<file path="src/flash_addr_pkg.sv">
// Purpose: Shared constants and types for the flash address-width front end
// Assumes: Serial pins are sampled by the system clock, MSB first, mode 0
// Notes:   Opcode values select command classes only; the full command set lives elsewhere
package flash_addr_pkg;

    localparam int unsigned BYTE_W      = 8;
    localparam int unsigned ADDR_W      = 32;
    localparam int unsigned SYNC_W      = 3;

    // Synchroniser lane positions
    localparam int unsigned LANE_SCK    = 0;
    localparam int unsigned LANE_CS     = 1;
    localparam int unsigned LANE_SI     = 2;

    localparam logic [2:0] BIT_LAST     = 3'h7;
    localparam logic [1:0] SHORT_LAST   = 2'h2;
    localparam logic [1:0] LONG_LAST    = 2'h3;
    localparam logic [7:0] UPPER_ZERO   = 8'h00;
    localparam logic       EXT_RST      = 1'b0;

    // Mode change commands
    localparam logic [7:0] OP_ENTER_WIDE = 8'hb7;
    localparam logic [7:0] OP_EXIT_WIDE  = 8'he9;
    // Original commands carrying an address
    localparam logic [7:0] OP_READ       = 8'h03;
    localparam logic [7:0] OP_FAST_READ  = 8'h0b;
    localparam logic [7:0] OP_PROGRAM    = 8'h02;
    localparam logic [7:0] OP_ERASE_BLK  = 8'hd8;
    localparam logic [7:0] OP_ERASE_PAR  = 8'h20;
    // Dedicated wide-address commands
    localparam logic [7:0] OP_READ_W     = 8'h13;
    localparam logic [7:0] OP_FAST_W     = 8'h0c;
    localparam logic [7:0] OP_PROGRAM_W  = 8'h12;
    localparam logic [7:0] OP_ERASE_BLKW = 8'hdc;
    localparam logic [7:0] OP_ERASE_PARW = 8'h21;
    // Commands aimed at spaces outside the main array
    localparam logic [7:0] OP_READ_ANY   = 8'h65;
    localparam logic [7:0] OP_READ_OTP   = 8'h4b;

    typedef enum logic [1:0] {
        ST_CMD  = 2'b00,
        ST_ADDR = 2'b01,
        ST_SKIP = 2'b10
    } state_t;

    typedef enum logic [1:0] {
        CL_NONE   = 2'b00,
        CL_LEGACY = 2'b01,
        CL_WIDE   = 2'b10,
        CL_OTHER  = 2'b11
    } cmdClass_t;

    function automatic cmdClass_t cmdClass(input logic [7:0] op);
        case (op)
            OP_READ, OP_FAST_READ, OP_PROGRAM, OP_ERASE_BLK, OP_ERASE_PAR: cmdClass = CL_LEGACY;
            OP_READ_W, OP_FAST_W, OP_PROGRAM_W, OP_ERASE_BLKW, OP_ERASE_PARW: cmdClass = CL_WIDE;
            OP_READ_ANY, OP_READ_OTP: cmdClass = CL_OTHER;
            default: cmdClass = CL_NONE;
        endcase
    endfunction

endpackage

</file>
<file path="src/serial_byte_if.sv">
// Purpose: Byte stream from the serial receiver to the command front end
// Assumes: One clock domain
// Notes:   byteValid is a one-cycle pulse
`timescale 1ns/1ns
interface serial_byte_if;
    logic       byteValid;
    logic [7:0] byteData;
    logic       frameActive;

    modport rx  (output byteValid, output byteData, output frameActive);
    modport cmd (input byteValid, input byteData, input frameActive);
endinterface

</file>
<file path="src/serial_byte_rx.sv">
// Purpose: Sample the serial pins and assemble bytes within a select frame
// Assumes: Serial clock well below a quarter of the system clock
// Notes:   All pins pass two flip-flops before any logic sees them
`timescale 1ns/1ns
module serial_byte_rx
    import flash_addr_pkg::*;
(
    input  wire logic    clock,
    input  wire logic    sys_rst,
    input  wire logic    sck,
    input  wire logic    csN,
    input  wire logic    si,
    serial_byte_if.rx    bl
);
    logic [SYNC_W-1:0] meta_r;
    logic [SYNC_W-1:0] sync_r;
    logic              sckPrev_r;
    logic              sckPrev_nxt;
    logic [2:0]        bitCnt_r;
    logic [2:0]        bitCnt_nxt;
    logic [7:0]        shift_r;
    logic [7:0]        shift_nxt;
    logic              valid_r;
    logic              valid_nxt;
    logic              active;
    logic              sckRise;

    assign active  = ~sync_r[LANE_CS];
    assign sckRise = sync_r[LANE_SCK] & ~sckPrev_r;

    always_comb begin
        sckPrev_nxt = sync_r[LANE_SCK];
        bitCnt_nxt  = bitCnt_r;
        shift_nxt   = shift_r;
        valid_nxt   = 1'b0;
        if (!active) begin
            // A frame cut short drops its partial byte
            bitCnt_nxt = 3'h0;
        end else if (sckRise) begin
            shift_nxt  = {shift_r[6:0], sync_r[LANE_SI]};
            bitCnt_nxt = bitCnt_r + 3'h1;
            valid_nxt  = (bitCnt_r == BIT_LAST);
        end
    end

    always_ff @(posedge clock or posedge sys_rst) begin
        if (sys_rst) begin
            meta_r    <= '1;
            sync_r    <= '1;
            sckPrev_r <= 1'b1;
            bitCnt_r  <= 3'h0;
            shift_r   <= 8'h00;
            valid_r   <= 1'b0;
        end else begin
            meta_r    <= {si, csN, sck};
            sync_r    <= meta_r;
            sckPrev_r <= sckPrev_nxt;
            bitCnt_r  <= bitCnt_nxt;
            shift_r   <= shift_nxt;
            valid_r   <= valid_nxt;
        end
    end

    assign bl.byteValid   = valid_r;
    assign bl.byteData    = shift_r;
    assign bl.frameActive = active;
endmodule

</file>
<file path="src/flash_address_width_select.sv">
// Purpose: Decide 24- or 32-bit address per command and assemble the address
// Assumes: nvExtDefault is held stable by the non-volatile store
// Notes:   Mode change takes effect from the command byte of the next frame
`timescale 1ns/1ns
module flash_address_width_select
    import flash_addr_pkg::*;
#(
    parameter bit SMALL_DENSITY = 1'b0
)
(
    input  wire logic                 clock,
    input  wire logic                 sys_rst,
    input  wire logic                 sck,
    input  wire logic                 csN,
    input  wire logic                 si,
    input  wire logic                 nvExtDefault,
    output logic [7:0]                cmdCode_r,
    output logic [flash_addr_pkg::ADDR_W-1:0] addrOut_r,
    output logic                      addrValid_r,
    output logic                      addrWide_r,
    output logic                      otherSpace_r,
    output logic                      extAddrMode_r
);
    serial_byte_if bl();

    serial_byte_rx u_rx (
        .clock   (clock),
        .sys_rst (sys_rst),
        .sck     (sck),
        .csN     (csN),
        .si      (si),
        .bl      (bl.rx)
    );

    state_t      state_r;
    state_t      state_nxt;
    logic [1:0]  byteCnt_r;
    logic [1:0]  byteCnt_nxt;
    logic [23:0] shift_r;
    logic [23:0] shift_nxt;
    logic        loadPend_r;
    logic [7:0]  cmdCode_nxt;
    logic [ADDR_W-1:0] addrOut_nxt;
    logic        addrValid_nxt;
    logic        addrWide_nxt;
    logic        otherSpace_nxt;
    logic        extAddrMode_nxt;
    cmdClass_t   cls;
    logic [1:0]  lastIdx;
    logic [ADDR_W-1:0] full;

    assign cls     = cmdClass(bl.byteData);
    assign lastIdx = addrWide_r ? LONG_LAST : SHORT_LAST;

    always_comb begin
        state_nxt       = state_r;
        byteCnt_nxt     = byteCnt_r;
        shift_nxt       = shift_r;
        cmdCode_nxt     = cmdCode_r;
        addrOut_nxt     = addrOut_r;
        addrValid_nxt   = 1'b0;
        addrWide_nxt    = addrWide_r;
        otherSpace_nxt  = otherSpace_r;
        extAddrMode_nxt = extAddrMode_r;
        full            = '0;
        if (loadPend_r) begin
            extAddrMode_nxt = nvExtDefault;
        end
        if (!bl.frameActive) begin
            state_nxt   = ST_CMD;
            byteCnt_nxt = 2'h0;
        end else if (bl.byteValid) begin
            case (state_r)
                ST_CMD: begin
                    cmdCode_nxt    = bl.byteData;
                    byteCnt_nxt    = 2'h0;
                    shift_nxt      = 24'h000000;
                    otherSpace_nxt = (cls == CL_OTHER);
                    // Wide commands ignore the mode; others follow it
                    addrWide_nxt   = (cls == CL_WIDE) | extAddrMode_r;
                    state_nxt      = (cls == CL_NONE) ? ST_SKIP : ST_ADDR;
                    if (bl.byteData == OP_ENTER_WIDE) begin
                        extAddrMode_nxt = 1'b1;
                    end else if (bl.byteData == OP_EXIT_WIDE) begin
                        extAddrMode_nxt = 1'b0;
                    end
                end
                ST_ADDR: begin
                    shift_nxt   = {shift_r[15:0], bl.byteData};
                    byteCnt_nxt = byteCnt_r + 2'h1;
                    if (byteCnt_r == lastIdx) begin
                        if (addrWide_r) begin
                            full = {shift_r, bl.byteData};
                        end else begin
                            full = {UPPER_ZERO, shift_r[15:0], bl.byteData};
                        end
                        // Only the main array drops the top byte on the small part
                        if (SMALL_DENSITY && !otherSpace_r) begin
                            full[31:24] = UPPER_ZERO;
                        end
                        addrOut_nxt   = full;
                        addrValid_nxt = 1'b1;
                        state_nxt     = ST_SKIP;
                    end
                end
                ST_SKIP: begin
                    state_nxt = ST_SKIP;
                end
                default: begin
                    state_nxt = ST_CMD;
                end
            endcase
        end
    end

    // The default bit is a port, so it is caught one edge after release
    always_ff @(posedge clock or posedge sys_rst) begin
        if (sys_rst) begin
            state_r       <= ST_CMD;
            byteCnt_r     <= 2'h0;
            shift_r       <= 24'h000000;
            loadPend_r    <= 1'b1;
            cmdCode_r     <= 8'h00;
            addrOut_r     <= '0;
            addrValid_r   <= 1'b0;
            addrWide_r    <= 1'b0;
            otherSpace_r  <= 1'b0;
            extAddrMode_r <= EXT_RST;
        end else begin
            state_r       <= state_nxt;
            byteCnt_r     <= byteCnt_nxt;
            shift_r       <= shift_nxt;
            loadPend_r    <= 1'b0;
            cmdCode_r     <= cmdCode_nxt;
            addrOut_r     <= addrOut_nxt;
            addrValid_r   <= addrValid_nxt;
            addrWide_r    <= addrWide_nxt;
            otherSpace_r  <= otherSpace_nxt;
            extAddrMode_r <= extAddrMode_nxt;
        end
    end
endmodule

</file>
<file path="config.mk">
export PLATFORM = sky130hd
export DESIGN_NAME = flash_address_width_select
export DESIGN_NICKNAME = d
export VERILOG_FILES = /design/src/flash_addr_pkg.sv /design/src/serial_byte_if.sv /design/src/serial_byte_rx.sv /design/src/flash_address_width_select.sv
export SDC_FILE = /design/constraint.sdc
export NUM_CORES = 1
export LEC_CHECK = 0
export BUFFER_PORTS_ARGS = -buffer_cell sky130_fd_sc_hd__buf_2
export CAP_MARGIN = 30
export CORE_MARGIN = 3
export CORE_UTILIZATION = 61
export CTS_CLUSTER_DIAMETER = 120
export DETAILED_ROUTE_END_ITERATION = 10
export GPL_TIMING_DRIVEN = 1
export PLACE_DENSITY = 0.95
export RECOVER_POWER = 25
export SYNTH_ARGS = -nofsm -noshare
export SYNTH_HDL_FRONTEND = slang
export SYNTH_SLANG_ARGS = --single-unit
</file>
<file path="constraint.sdc">
create_clock -name clock -period 6.5 [get_ports clock]
set_input_delay 0.65 -clock clock [delete_from_list [all_inputs] [get_ports clock]]
set_output_delay 0.65 -clock clock [all_outputs]
set_load 0.02 [all_outputs]
</file>
==> metrics.md, run 1 <==
| Metric | Value |
|---|---|
| H-tree levels | 3 |
| Ordered list of cells on the worst path | inv_1, ha_1, and2_1, nand3_4, mux2_4 |
| Nets@finish | 338 |
| Reg2Reg Depth | 5 |
| Crit-path max FO | 42 |
| Worst path required time | 6.75 ns |
| Placement Setup Slack | 3.75 ns |
| Failing checks | max-capacitance violations, max-slew violations |
| Post-layout worst setup margin | 3.73 ns |
| Drt initial violations | 203 |
| Post CTS Setup Buffer Count | 0 |
| Synth warnings | 0 |
| Crit path capture type | flip-flop |
| Routed WL per cell | 17.3 um |
| Max VDD drop | 0.188 mV |
| Max-cap violations | 1 |
| Sequential area share after synthesis | 61.3% |
| IO Count | 50 |
| Total GRT Usage | 21.6% |
| DP HPWL | 4760 um |
| Type of the tightest min-delay check | flip-flop to flip-flop |
| Hold EP | u_rx.sync_r[1]$_DFF_PP1_ |
| Global routing usage on met2 | 34.4% |
| RSZ-0062 raised after global routing | false |
| Max-slew violations | 41 |
| Post-cts hold buffer count | 0 |
| Worst path bufs/invs | 1 |
| Clock share of power | 34.3% |
| TritonCTS clock tree | yes |
| Fin crit period | 2.77 ns |
| Total negative setup slack | 0 ns |
| Met1 GRT Util | 29.0% |
| Netlist cell types | 45 |
| Worst reg-to-reg setup slack | 3.73 ns |
| Hold path startpoint | u_rx.meta_r[1]$_DFF_PP1_ |
| Area share of the largest cell type after synthesis | 55.8% |
| Initial antenna violation count | 0 |
| Area grow syn2layout | 12.6% |
| Area leader, netlist | dfrtp_1 |
| Final antenna-violating net count | 0 |
| Top Usage Layer GRT | met2 |
| Die area | 7160 um^2 |
| Worst-path clk slew | 0.10 ns |
| Sw frac | 28.6% |
| Status | finished with violations |
| Diodes inserted | 0 |
| Vias | 2,368 |
| Final setup viols | 0 |
| Crit-path max cell delay | 0.75 ns |
| Pwr Density | 271 nW/um^2 |
| Gate power share | 8.4% |
| First-pass GRT wire length | 12,100 um |
| Worst EP arrival | 3.02 ns |
| Cts bufs inserted | 9 |
| Overall die height | 84.6 um |
| Commonest cells in the synthesized netlist | dfrtp_1 (84), nand2_1 (31), a22o_1 (24) |
| Worst R2R Start | state_r[1]$_DFFE_PP0P_ |
| Slowest CP cell | and2_1 |
| Core ar. | 5960 um^2 |
| GP Congestion | 0.776 |
| Sequential Power Share | 57.2% |
| Gate count after technology mapping | 284 |
| Drt pass-1 iters | 4 |
| Clk root buf | clkbuf_8 |
| Die W | 84.6 um |
| Largest net degree at the start of global routing | 53 |
| Cts repair resizes | 0 |
| Initial Util | 63.3% |
| Synthesis-stage register bit count | 92 |
| Vias in the first global route | 2,426 |
| Hold-critical path depth | 0 |
| Top_reg_cell synth | dfrtp_1 |
| Fmax | 361 MHz |
| Leakage | 0.00218 uW |
| Final cycle utilization of the critical path | 42.6% |
| Site row count | 28 |
| Later-pin clock latency in the skew report | 0.36 ns |
| Tightest Pin Transition | 2.23 ns |
| Switching power | 329 uW |
| Clock Skews | 0.0124 ns |
| Clock tree buffer depth | 2 |
| R2R Path End | addrOut_r[12]$_DFFE_PP0P_ |
| Total gr overflow | 0 |
| Post-synth EDFFs | 0 |
| Count leader, synth | dfrtp_1 |
| Crit-path leading delay family | simple AND/OR/NAND/NOR gates |
| Worst Setup Path Type | flip-flop to flip-flop |
| # DRC | 0 |
| Num Clock Sinks | 92 |
| Share of synthesized registers carrying an async set or reset | 100% |
| Mapped cell area | 3770 um^2 |
| Worst setup SP type | flip-flop |
| Final wirelength | 7030 um |
| Slew Limit Headroom | -48.5% |
| DR vias/cell | 5.82 |
| Critical Path Start | state_r[1]$_DFFE_PP0P_ |
| Syn Nets | 295 |
| Ranking of synthesized cells by area | dfrtp_1 (56%), mux2_4 (8.4%), dfstp_2 (5.6%) |
| Met3 GRT Util | 3.93% |
| Port Buffers | 49 |
| Final Hold Vio Count | 0 |
| Share of cells above drive strength 1 | 34.9% |
| Pint | 823 uW |
| Syn_area_per_cell | 13.3 um^2 |
cell type report:
class,instances,area (um^2)
repair buffers,52,284
clock buffers,9,124
flip-flops and latches,92,2310
multi-input cells,167,1330
well taps,75,93.8
clock inverters,7,81.3
fillers,421,1710
inverters,5,20.0
per-layer routing:
| layer | wire length (um) | up-vias | part of all wire (%) |
|---|---|---|---|
| li1 | - | 1085 | - |
| met2 | 3570 | 72 | 51 |
| met1 | 2940 | 1194 | 42 |
| met3 | 355 | 17 | 5.0 |
| met4 | 166 | 0 | 2.4 |
| met5 | 0 | - | 0 |
through the flow:
step | total power (uW) | utilization [%] | hold WS [ns] | cells | instance area, um^2
5_1_grt | 1200 | 71.3 | 0.358 | 407 | 4250
3_5_place_dp | 764 | 67.9 | 0.348 | 391 | 4050
4_1_cts | 1160 | 71.4 | 0.351 | 407 | 4250
2_1_floorplan | 732 | - | 0.345 | 284 | 3770
6_report | 1150 | 71.3 | 0.354 | 407 | 4250
3_3_place_gp | 753 | 67.5 | 0.346 | 390 | 4020
worst register-to-register path, stage by stage (launching register included):
cell and delay, ns:
dfrtp_1 0.40, inv_1 0.09, ha_1 0.25, and2_1 0.75
nand3_4 0.67, mux2_4 0.52
layout by cell type, fill, tap and decap left out, drive strengths merged, types with 2 or more instances in the layout:
cell type	count
clkbuf	10
o21ai	16
a21oi	3
xnor2	2
dfstp	8
mux2	37
mux2i	3
nand2	31
a32oi	2
nor3	2
a22o	24
inv	7
clkinvlp	4
ha	5
dfrtp	84
nor2	10
and2	2
nor4	2
nand3	6
buf	51
nor2b	4
how the worst max path moves through the flow:
stage / end / slack (ns) / cells after the start
after global placement: addrOut_r[7]$_DFFE_PP0P_ / 3.85 / 5
after floorplan: addrOut_r[0]$_DFFE_PP0P_ / 3.47 / 1
final: addrOut_r[12]$_DFFE_PP0P_ / 3.73 / 5
after detailed placement: addrOut_r[21]$_DFFE_PP0P_ / 3.75 / 5
after CTS: addrOut_r[21]$_DFFE_PP0P_ / 3.74 / 5
after global routing: addrOut_r[19]$_DFFE_PP0P_ / 3.43 / 5
cells by family (layout without fill, tap and decap cells):
kind of cell	Yosys count	count (layout)	synth area share (%)
AND/OR/NAND/NOR	65	65	8.63
other	1	1	0.0995
buffers and inverters	25	73	3.35
XOR/XNOR	2	2	0.465
flip-flops	92	92	61.3
adder cells (fa/ha/maj)	5	5	1.66
AO/OA/AOI/OAI	54	54	10.5
multiplexers	40	40	13.9
power groups by stage:
| stage | registers [uW] | clock network, uW | logic [uW] |
|---|---|---|---|
| 2_1_floorplan | 616 | 0 | 116 |
| 3_3_place_gp | 666 | 0 | 87.1 |
| 3_5_place_dp | 669 | 0 | 94.9 |
| 4_1_cts | 658 | 401 | 98.2 |
| 5_1_grt | 666 | 427 | 107 |
| 6_report | 660 | 395 | 97.3 |
flip-flops by register name, indices dropped and copies added (netlist names), 2 cells and up:
signal and flops:
addrOut_r 32, shift_r 24, cmdCode_r 8, u_rx.bl.byteData 8
u_rx.bitCnt_r 3, u_rx.meta_r 3, u_rx.sync_r 3, byteCnt_r 2
state_r 2
(Power assumes the default switching activity.)
==> run 2: changes to the inputs <==
--- a/config.mk
+++ b/config.mk
@@ -8,11 +8,11 @@
 export BUFFER_PORTS_ARGS = -buffer_cell sky130_fd_sc_hd__buf_2
 export CAP_MARGIN = 30
 export CORE_MARGIN = 3
-export CORE_UTILIZATION = 61
+export CORE_UTILIZATION = 51
 export CTS_CLUSTER_DIAMETER = 120
 export DETAILED_ROUTE_END_ITERATION = 10
 export GPL_TIMING_DRIVEN = 1
-export PLACE_DENSITY = 0.95
+export PLACE_DENSITY = 0.87
 export RECOVER_POWER = 25
 export SYNTH_ARGS = -nofsm -noshare
 export SYNTH_HDL_FRONTEND = slang
==> constraint.sdc (replaced) <==
create_clock -name clock -period 2.5 [get_ports clock]
set_input_delay 0.25 -clock clock [delete_from_list [all_inputs] [get_ports clock]]
set_output_delay 0.25 -clock clock [all_outputs]
set_load 0.02 [all_outputs]
==> metrics.md, run 2 (synthesis gave the netlist of run 1 again) <==
| Metric | Value |
|---|---|
| Crit-path max FO | 38 (-9.5%) |
| Worst path required time | 2.70 ns (-4.05 ns) |
| First-pass GRT wire length | 12,400 um (+2.6%) |
| GP Congestion | 0.856 (+10%) |
| Max-cap violations | 1 (unchanged) |
| Worst Setup Path Type | flip-flop to flip-flop |
| RSZ-0062 raised after global routing | false |
| Final antenna-violating net count | 0 (unchanged) |
| Pint | 2270 uW (+180%) |
| Tightest Pin Transition | 1.85 ns (-0.376 ns) |
| Site row count | 30 (+7.1%) |
| Area grow syn2layout | 15.1% |
| Pwr Density | 710 nW/um^2 (+160%) |
| Final wirelength | 7250 um (+3.2%) |
| Post CTS Setup Buffer Count | 0 (unchanged) |
| Diodes inserted | 0 (unchanged) |
| IO Count | 50 (unchanged) |
| Slew Limit Headroom | -24.1% (+24 points) |
| Commonest non-fill, non-tap cells in the layout | dfrtp_1 (84), buf_2 (49), nand2_1 (31) |
| Biggest regs | addrOut_r (32), shift_r (24) |
| Final cycle utilization of the critical path | 82.5% (+40 points) |
| Clk root buf | clkbuf_8 |
| Fmax | 485 MHz (+34%) |
| DP HPWL | 5000 um (+5.0%) |
| Type of the tightest min-delay check | input pin to flip-flop |
| Gate power share | 8.1% (-0.3 points) |
| Port Buffers | 49 (unchanged) |
| Initial Util | 54.0% (-9.3 points) |
| H-tree levels | 3 (unchanged) |
| Leakage | 0.00222 uW (+1.9%) |
| Largest net degree at the start of global routing | 46 (-13%) |
| Cts repair resizes | 0 (unchanged) |
| Worst setup SP type | flip-flop |
| Vias in the first global route | 2,472 (+1.9%) |
| Die area | 8460 um^2 (+18%) |
| Crit path capture type | flip-flop |
| Share of cells above drive strength 1 | 35.4% (+0.46 points) |
| Cts bufs inserted | 9 (unchanged) |
| Core ar. | 6980 um^2 (+17%) |
| Drt pass-1 iters | 4 (unchanged) |
| Later-pin clock latency in the skew report | 0.35 ns (about the same) |
| Initial antenna violation count | 0 (unchanged) |
| Utilization after layout | 62.2% (-9.1 points) |
| Total GRT Usage | 18.7% (-2.8 points) |
| DR vias/cell | 5.55 (-4.7%) |
| Total negative setup slack | 0 ns (unchanged) |
| Commonest non-fill, non-tap cell in the layout | dfrtp_1 |
| # DRC | 0 (unchanged) |
| Worst EP arrival | 2.27 ns (-0.75 ns) |
| Clock Skews | 0.0103 ns (-0.00208 ns) |
| Max reg flops | 32 (unchanged) |
| Switching power | 815 uW (+150%) |
| Nets@finish | 345 (+2.1%) |
| Max-slew violations | 46 (+12%) |
| Drt initial violations | 150 (-26%) |
| Num Clock Sinks | 92 (unchanged) |
| Failing checks | max-capacitance violations, max-slew violations |
| Final Hold Vio Count | 0 (unchanged) |
| Clock share of power | 36.3% (+2.0 points) |
| Max VDD drop | 0.616 mV (+230%) |
| Total power | 3080 uW (+170%) |
| Fin crit period | 2.06 ns (-0.708 ns) |
| Post-cts hold buffer count | 3 (+3) |
| TritonCTS clock tree | yes |
| Reg with most FFs | addrOut_r |
| Vias | 2,413 (+1.9%) |
| Worst-path clk slew | 0.09 ns (about the same) |
| Final setup viols | 0 (unchanged) |
| Sw frac | 26.5% (-2.1 points) |
| Total gr overflow | 0 (unchanged) |
| Sequential Power Share | 55.6% (-1.6 points) |
| Die W | 92.0 um (+8.7%) |
| Routed WL per cell | 16.7 um (-3.5%) |
| Clock tree buffer depth | 2 (unchanged) |
| Status | finished with violations |
| Overall die height | 92.0 um (+8.7%) |
## run 2: final timing paths
check	slack [ns]	end	cells past startpoint	from
max	0.44	addrOut_r[29]$_DFFE_PP0P_	7	state_r[1]$_DFFE_PP0P_
min	0.22	extAddrMode_r$_DFF_PP0_	3	nvExtDefault
max reg2reg	0.44	addrOut_r[29]$_DFFE_PP0P_	7	state_r[1]$_DFFE_PP0P_
min reg2reg	0.36	u_rx.sync_r[2]$_DFF_PP1_	0	u_rx.meta_r[2]$_DFF_PP1_
min in group asynchronous	0.36	u_rx.bl.byteData[5]$_DFFE_PP0P_	2	sys_rst
max in group asynchronous	1.07	shift_r[2]$_DFFE_PP0P_	3	sys_rst
## run 2: through the flow
step | cells | setup WS, ns | area (um^2) | hold WS (ns)
global placement | 416 | 0.576 | 4080 | 0.345
CTS | 435 | 0.431 | 4350 | 0.101
detailed placement | 416 | 0.452 | 4080 | 0.349
global route | 435 | 0.255 | 4340 | 0.298
finish | 435 | 0.438 | 4340 | 0.222
floorplan | 284 | 0.830 | 3770 | 0.254
## run 2: layout make-up
class	instances	area, um^2
Clock buffer	10	138
Inverter	5	20.0
Multi-Input combinational cell	167	1330
Fill cell	558	2640
Sequential cell	92	2310
Clock inverter	6	95.1
Timing Repair Buffer	59	324
Tap cell	96	120
## run 2: critical path, stage by stage, from the launching register on
cell	delay (ns)
dfrtp_1	0.41
inv_1	0.08
ha_1	0.23
and2_1	0.22
nand3_4	0.46
buf_4	0.36
nand2_1	0.06
o21ai_0	0.09
## run 2: power by group through the flow
stage / Clock (uW) / Combinational, uW / Sequential (uW)
finish: 1120 / 250 / 1710
global route: 1210 / 280 / 1740
CTS: 1140 / 251 / 1710
detailed placement: 0 / 247 / 1740
global placement: 0 / 230 / 1730
floorplan: 0 / 301 / 1600
## run 2: layer usage
metal | wire (um) | GRT usage [%]
met4 | 92 | 5.45
met2 | 3660 | 31.6
met1 | 3120 | 23.8
met5 | 0 | 0
met3 | 389 | 5.00
==> run 3: changes to the inputs <==
--- a/config.mk
+++ b/config.mk
@@ -8,11 +8,11 @@
 export BUFFER_PORTS_ARGS = -buffer_cell sky130_fd_sc_hd__buf_2
 export CAP_MARGIN = 30
 export CORE_MARGIN = 3
-export CORE_UTILIZATION = 51
+export CORE_UTILIZATION = 57
 export CTS_CLUSTER_DIAMETER = 120
 export DETAILED_ROUTE_END_ITERATION = 10
 export GPL_TIMING_DRIVEN = 1
-export PLACE_DENSITY = 0.87
+export PLACE_DENSITY = 0.91
 export RECOVER_POWER = 25
 export SYNTH_ARGS = -nofsm -noshare
 export SYNTH_HDL_FRONTEND = slang
==> constraint.sdc (replaced) <==
create_clock -name clock -period 2.02 [get_ports clock]
set_input_delay 0.202 -clock clock [delete_from_list [all_inputs] [get_ports clock]]
set_output_delay 0.202 -clock clock [all_outputs]
set_load 0.02 [all_outputs]
==> metrics.md, run 3 (synthesis gave the netlist of run 1 again) <==
| Metric | Value |
|---|---|
| Total gr overflow | 0 (unchanged) |
| Site row count | 29 (-3.3%) |
| Leakage | 0.00224 uW (+0.86%) |
| Final cycle utilization of the critical path | 86.2% (+3.7 points) |
| Clock tree buffer depth | 2 (unchanged) |
| Drt pass-1 iters | 4 (unchanged) |
| Clock Skews | 0.0162 ns (+0.00589 ns) |
| Final antenna-violating net count | 0 (unchanged) |
| Cts bufs inserted | 9 (unchanged) |
| Crit path capture type | flip-flop |
| Multi-input gate area | 1330 um^2 (unchanged) |
| Die W | 87.3 um (-5.1%) |
| Initial antenna violation count | 0 (unchanged) |
| Total negative setup slack | 0 ns (unchanged) |
| GP Congestion | 0.844 (-1.4%) |
| R2R Path End | addrOut_r[6]$_DFFE_PP0P_ |
| Crit-path max cell delay | 0.64 ns (+0.18 ns) |
| Die area | 7630 um^2 (-9.9%) |
| Commonest non-fill, non-tap cells in the layout | dfrtp_1 (84), buf_2 (47), nand2_1 (31) |
| Worst path required time | 2.26 ns (-0.44 ns) |
| Reg2Reg Depth | 5 (-2) |
| H-tree levels | 3 (unchanged) |
| Max VDD drop | 0.636 mV (+3.2%) |
| Slew Limit Headroom | 22.0% (+46 points) |
| Status | completed |
| Routed WL per cell | 16.2 um (-2.9%) |
| TritonCTS clock tree | yes |
| Worst path bufs/invs | 1 (-1) |
| Register area | 2310 um^2 (unchanged) |
| Area of placed instances | 4110 um^2 (+0.70%) |
| Sequential Power Share | 56.9% (+1.3 points) |
| Core ar. | 6390 um^2 (-8.5%) |
| Drt initial violations | 143 (-4.7%) |
| Worst reg-to-reg setup slack | 0.28 ns (-0.16 ns) |
| Crit-path leading delay family | flip-flops |
| Slowest CP cell | dfstp_2 |
| First-pass GRT wire length | 11,600 um (-6.1%) |
| Post-cts hold buffer count | 4 (+1) |
| Max-cap violations | 0 (-1) |
| Overall die height | 87.3 um (-5.1%) |
| Post CTS Setup Buffer Count | 0 (unchanged) |
| RSZ-0062 raised after global routing | false |
| Nets@finish | 348 (+0.87%) |
| Share of cells above drive strength 1 | 35.1% (-0.31 points) |
| Switching power | 979 uW (+20%) |
| Vias in the first global route | 2,385 (-3.5%) |
| Area grow syn2layout | 15.3% |
| IO Count | 50 (unchanged) |
| Worst R2R Start | u_rx.sync_r[1]$_DFF_PP1_ |
| Worst Setup Path Type | flip-flop to flip-flop |
| Final wirelength | 6790 um (-6.4%) |
| Pwr Density | 844 nW/um^2 (+19%) |
| Tightest Pin Transition | 1.16 ns (-0.688 ns) |
| Hold-critical path depth | 3 (unchanged) |
| Vias | 2,354 (-2.4%) |
| Total GRT Usage | 20.0% (+1.3 points) |
| Hold path startpoint | nvExtDefault |
| Sw frac | 26.7% (+0.22 points) |
| # DRC | 0 (unchanged) |
| Largest net degree at the start of global routing | 44 (-4.3%) |
| Biggest regs | addrOut_r (32), shift_r (24) |
| Commonest non-fill, non-tap cell in the layout | dfrtp_1 |
| Max reg flops | 32 (unchanged) |
| Worst-path clk slew | 0.08 ns (about the same) |
| Reg with most FFs | addrOut_r |
| Ordered list of cells on the worst path | nor2b_4, and2_1, nand3_4, buf_12, mux2_4 |
| Hold EP | extAddrMode_r$_DFF_PP0_ |
| Crit-path max FO | 37 (-2.6%) |
| Diodes inserted | 0 (unchanged) |
| Layout fillers | 445 (-20%) |
| Max-slew violations | 0 (-100%) |
| Gate power share | 9.7% (+1.6 points) |
| Clk root buf | clkbuf_8 |
| Post-route design area | 4350 um^2 (+0.14%) |
| Clock share of power | 33.4% (-2.9 points) |
| DP HPWL | 4720 um (-5.6%) |
| Final setup viols | 0 (unchanged) |
| Final Hold Vio Count | 0 (unchanged) |
| Num Clock Sinks | 92 (unchanged) |
| Port Buffers | 49 (unchanged) |
| Later-pin clock latency in the skew report | 0.37 ns (+0.02 ns) |
| Initial Util | 59.0% (+5.0 points) |
| Pint | 2690 uW (+19%) |
| Worst setup SP type | flip-flop |
| DR vias/cell | 5.62 (+1.3%) |
| Cts repair resizes | 0 (unchanged) |
| Fmax | 574 MHz (+18%) |
| Worst EP arrival | 1.98 ns (-0.29 ns) |
| Type of the tightest min-delay check | input pin to flip-flop |
| Fin crit period | 1.74 ns (-0.321 ns) |
-- run 3: worst min-delay path, delay by kind of cell --
kind,cells,cell delay (ns)
buffers and inverters,1,0.07
AOI/OAI and AO/OA,1,0.16
muxes,1,0.07
-- run 3: routing by layer --
metal / up-vias / GRT usage, % / part of all wire [%]
met2: 64 / 31.5 / 50
met5: - / 0 / 0
met1: 1170 / 25.7 / 43
met3: 12 / 5.77 / 5.0
li1: 1108 / - / -
met4: 0 / 8.79 / 1.9
-- run 3: worst max path at each step --
stage	slack (ns)	endpoint	cells after the start	start
floorplan	0.35	addrOut_r[10]$_DFFE_PP0P_	7	u_rx.sync_r[1]$_DFF_PP1_
global placement	0.35	addrOut_r[23]$_DFFE_PP0P_	5	u_rx.sync_r[1]$_DFF_PP1_
detailed placement	0.30	addrOut_r[8]$_DFFE_PP0P_	5	u_rx.sync_r[1]$_DFF_PP1_
CTS	0.28	addrOut_r[6]$_DFFE_PP0P_	6	state_r[1]$_DFFE_PP0P_
global route	0.18	state_r[1]$_DFFE_PP0P_	5	u_rx.bl.byteData[4]$_DFFE_PP0P_
finish	0.28	addrOut_r[6]$_DFFE_PP0P_	5	u_rx.sync_r[1]$_DFF_PP1_
-- run 3: final cells by class --
cell class	instances	share of cell area, %
clock buffer	11	3.25
inverter	5	0.461
tap	77	2.22
clock inverter	5	1.32
multi-input combinational	167	30.6
sequential	92	53.2
timing repair buffer	62	8.92
-- run 3: stage by stage --
step / util [%] / hold slack [ns] / power (uW) / instances / setup slack (ns)
final: 68.1 / 0.180 / 3670 / 419 / 0.278
after floorplan: - / 0.206 / 2350 / 284 / 0.350
after detailed placement: 64.4 / 0.290 / 2470 / 399 / 0.305
after global placement: 64.4 / 0.285 / 2450 / 399 / 0.353
after global routing: 68.1 / 0.200 / 3850 / 419 / 0.177
after CTS: 68.1 / 0.159 / 3700 / 419 / 0.280
-- run 3: power groups by stage --
| stage | logic [uW] | clock network [uW] | registers [uW] |
|---|---|---|---|
| after floorplan | 372 | 0 | 1980 |
| after detailed placement | 351 | 0 | 2120 |
| final | 357 | 1230 | 2090 |
| after CTS | 359 | 1250 | 2080 |
| after global placement | 337 | 0 | 2110 |
| after global routing | 405 | 1340 | 2110 |
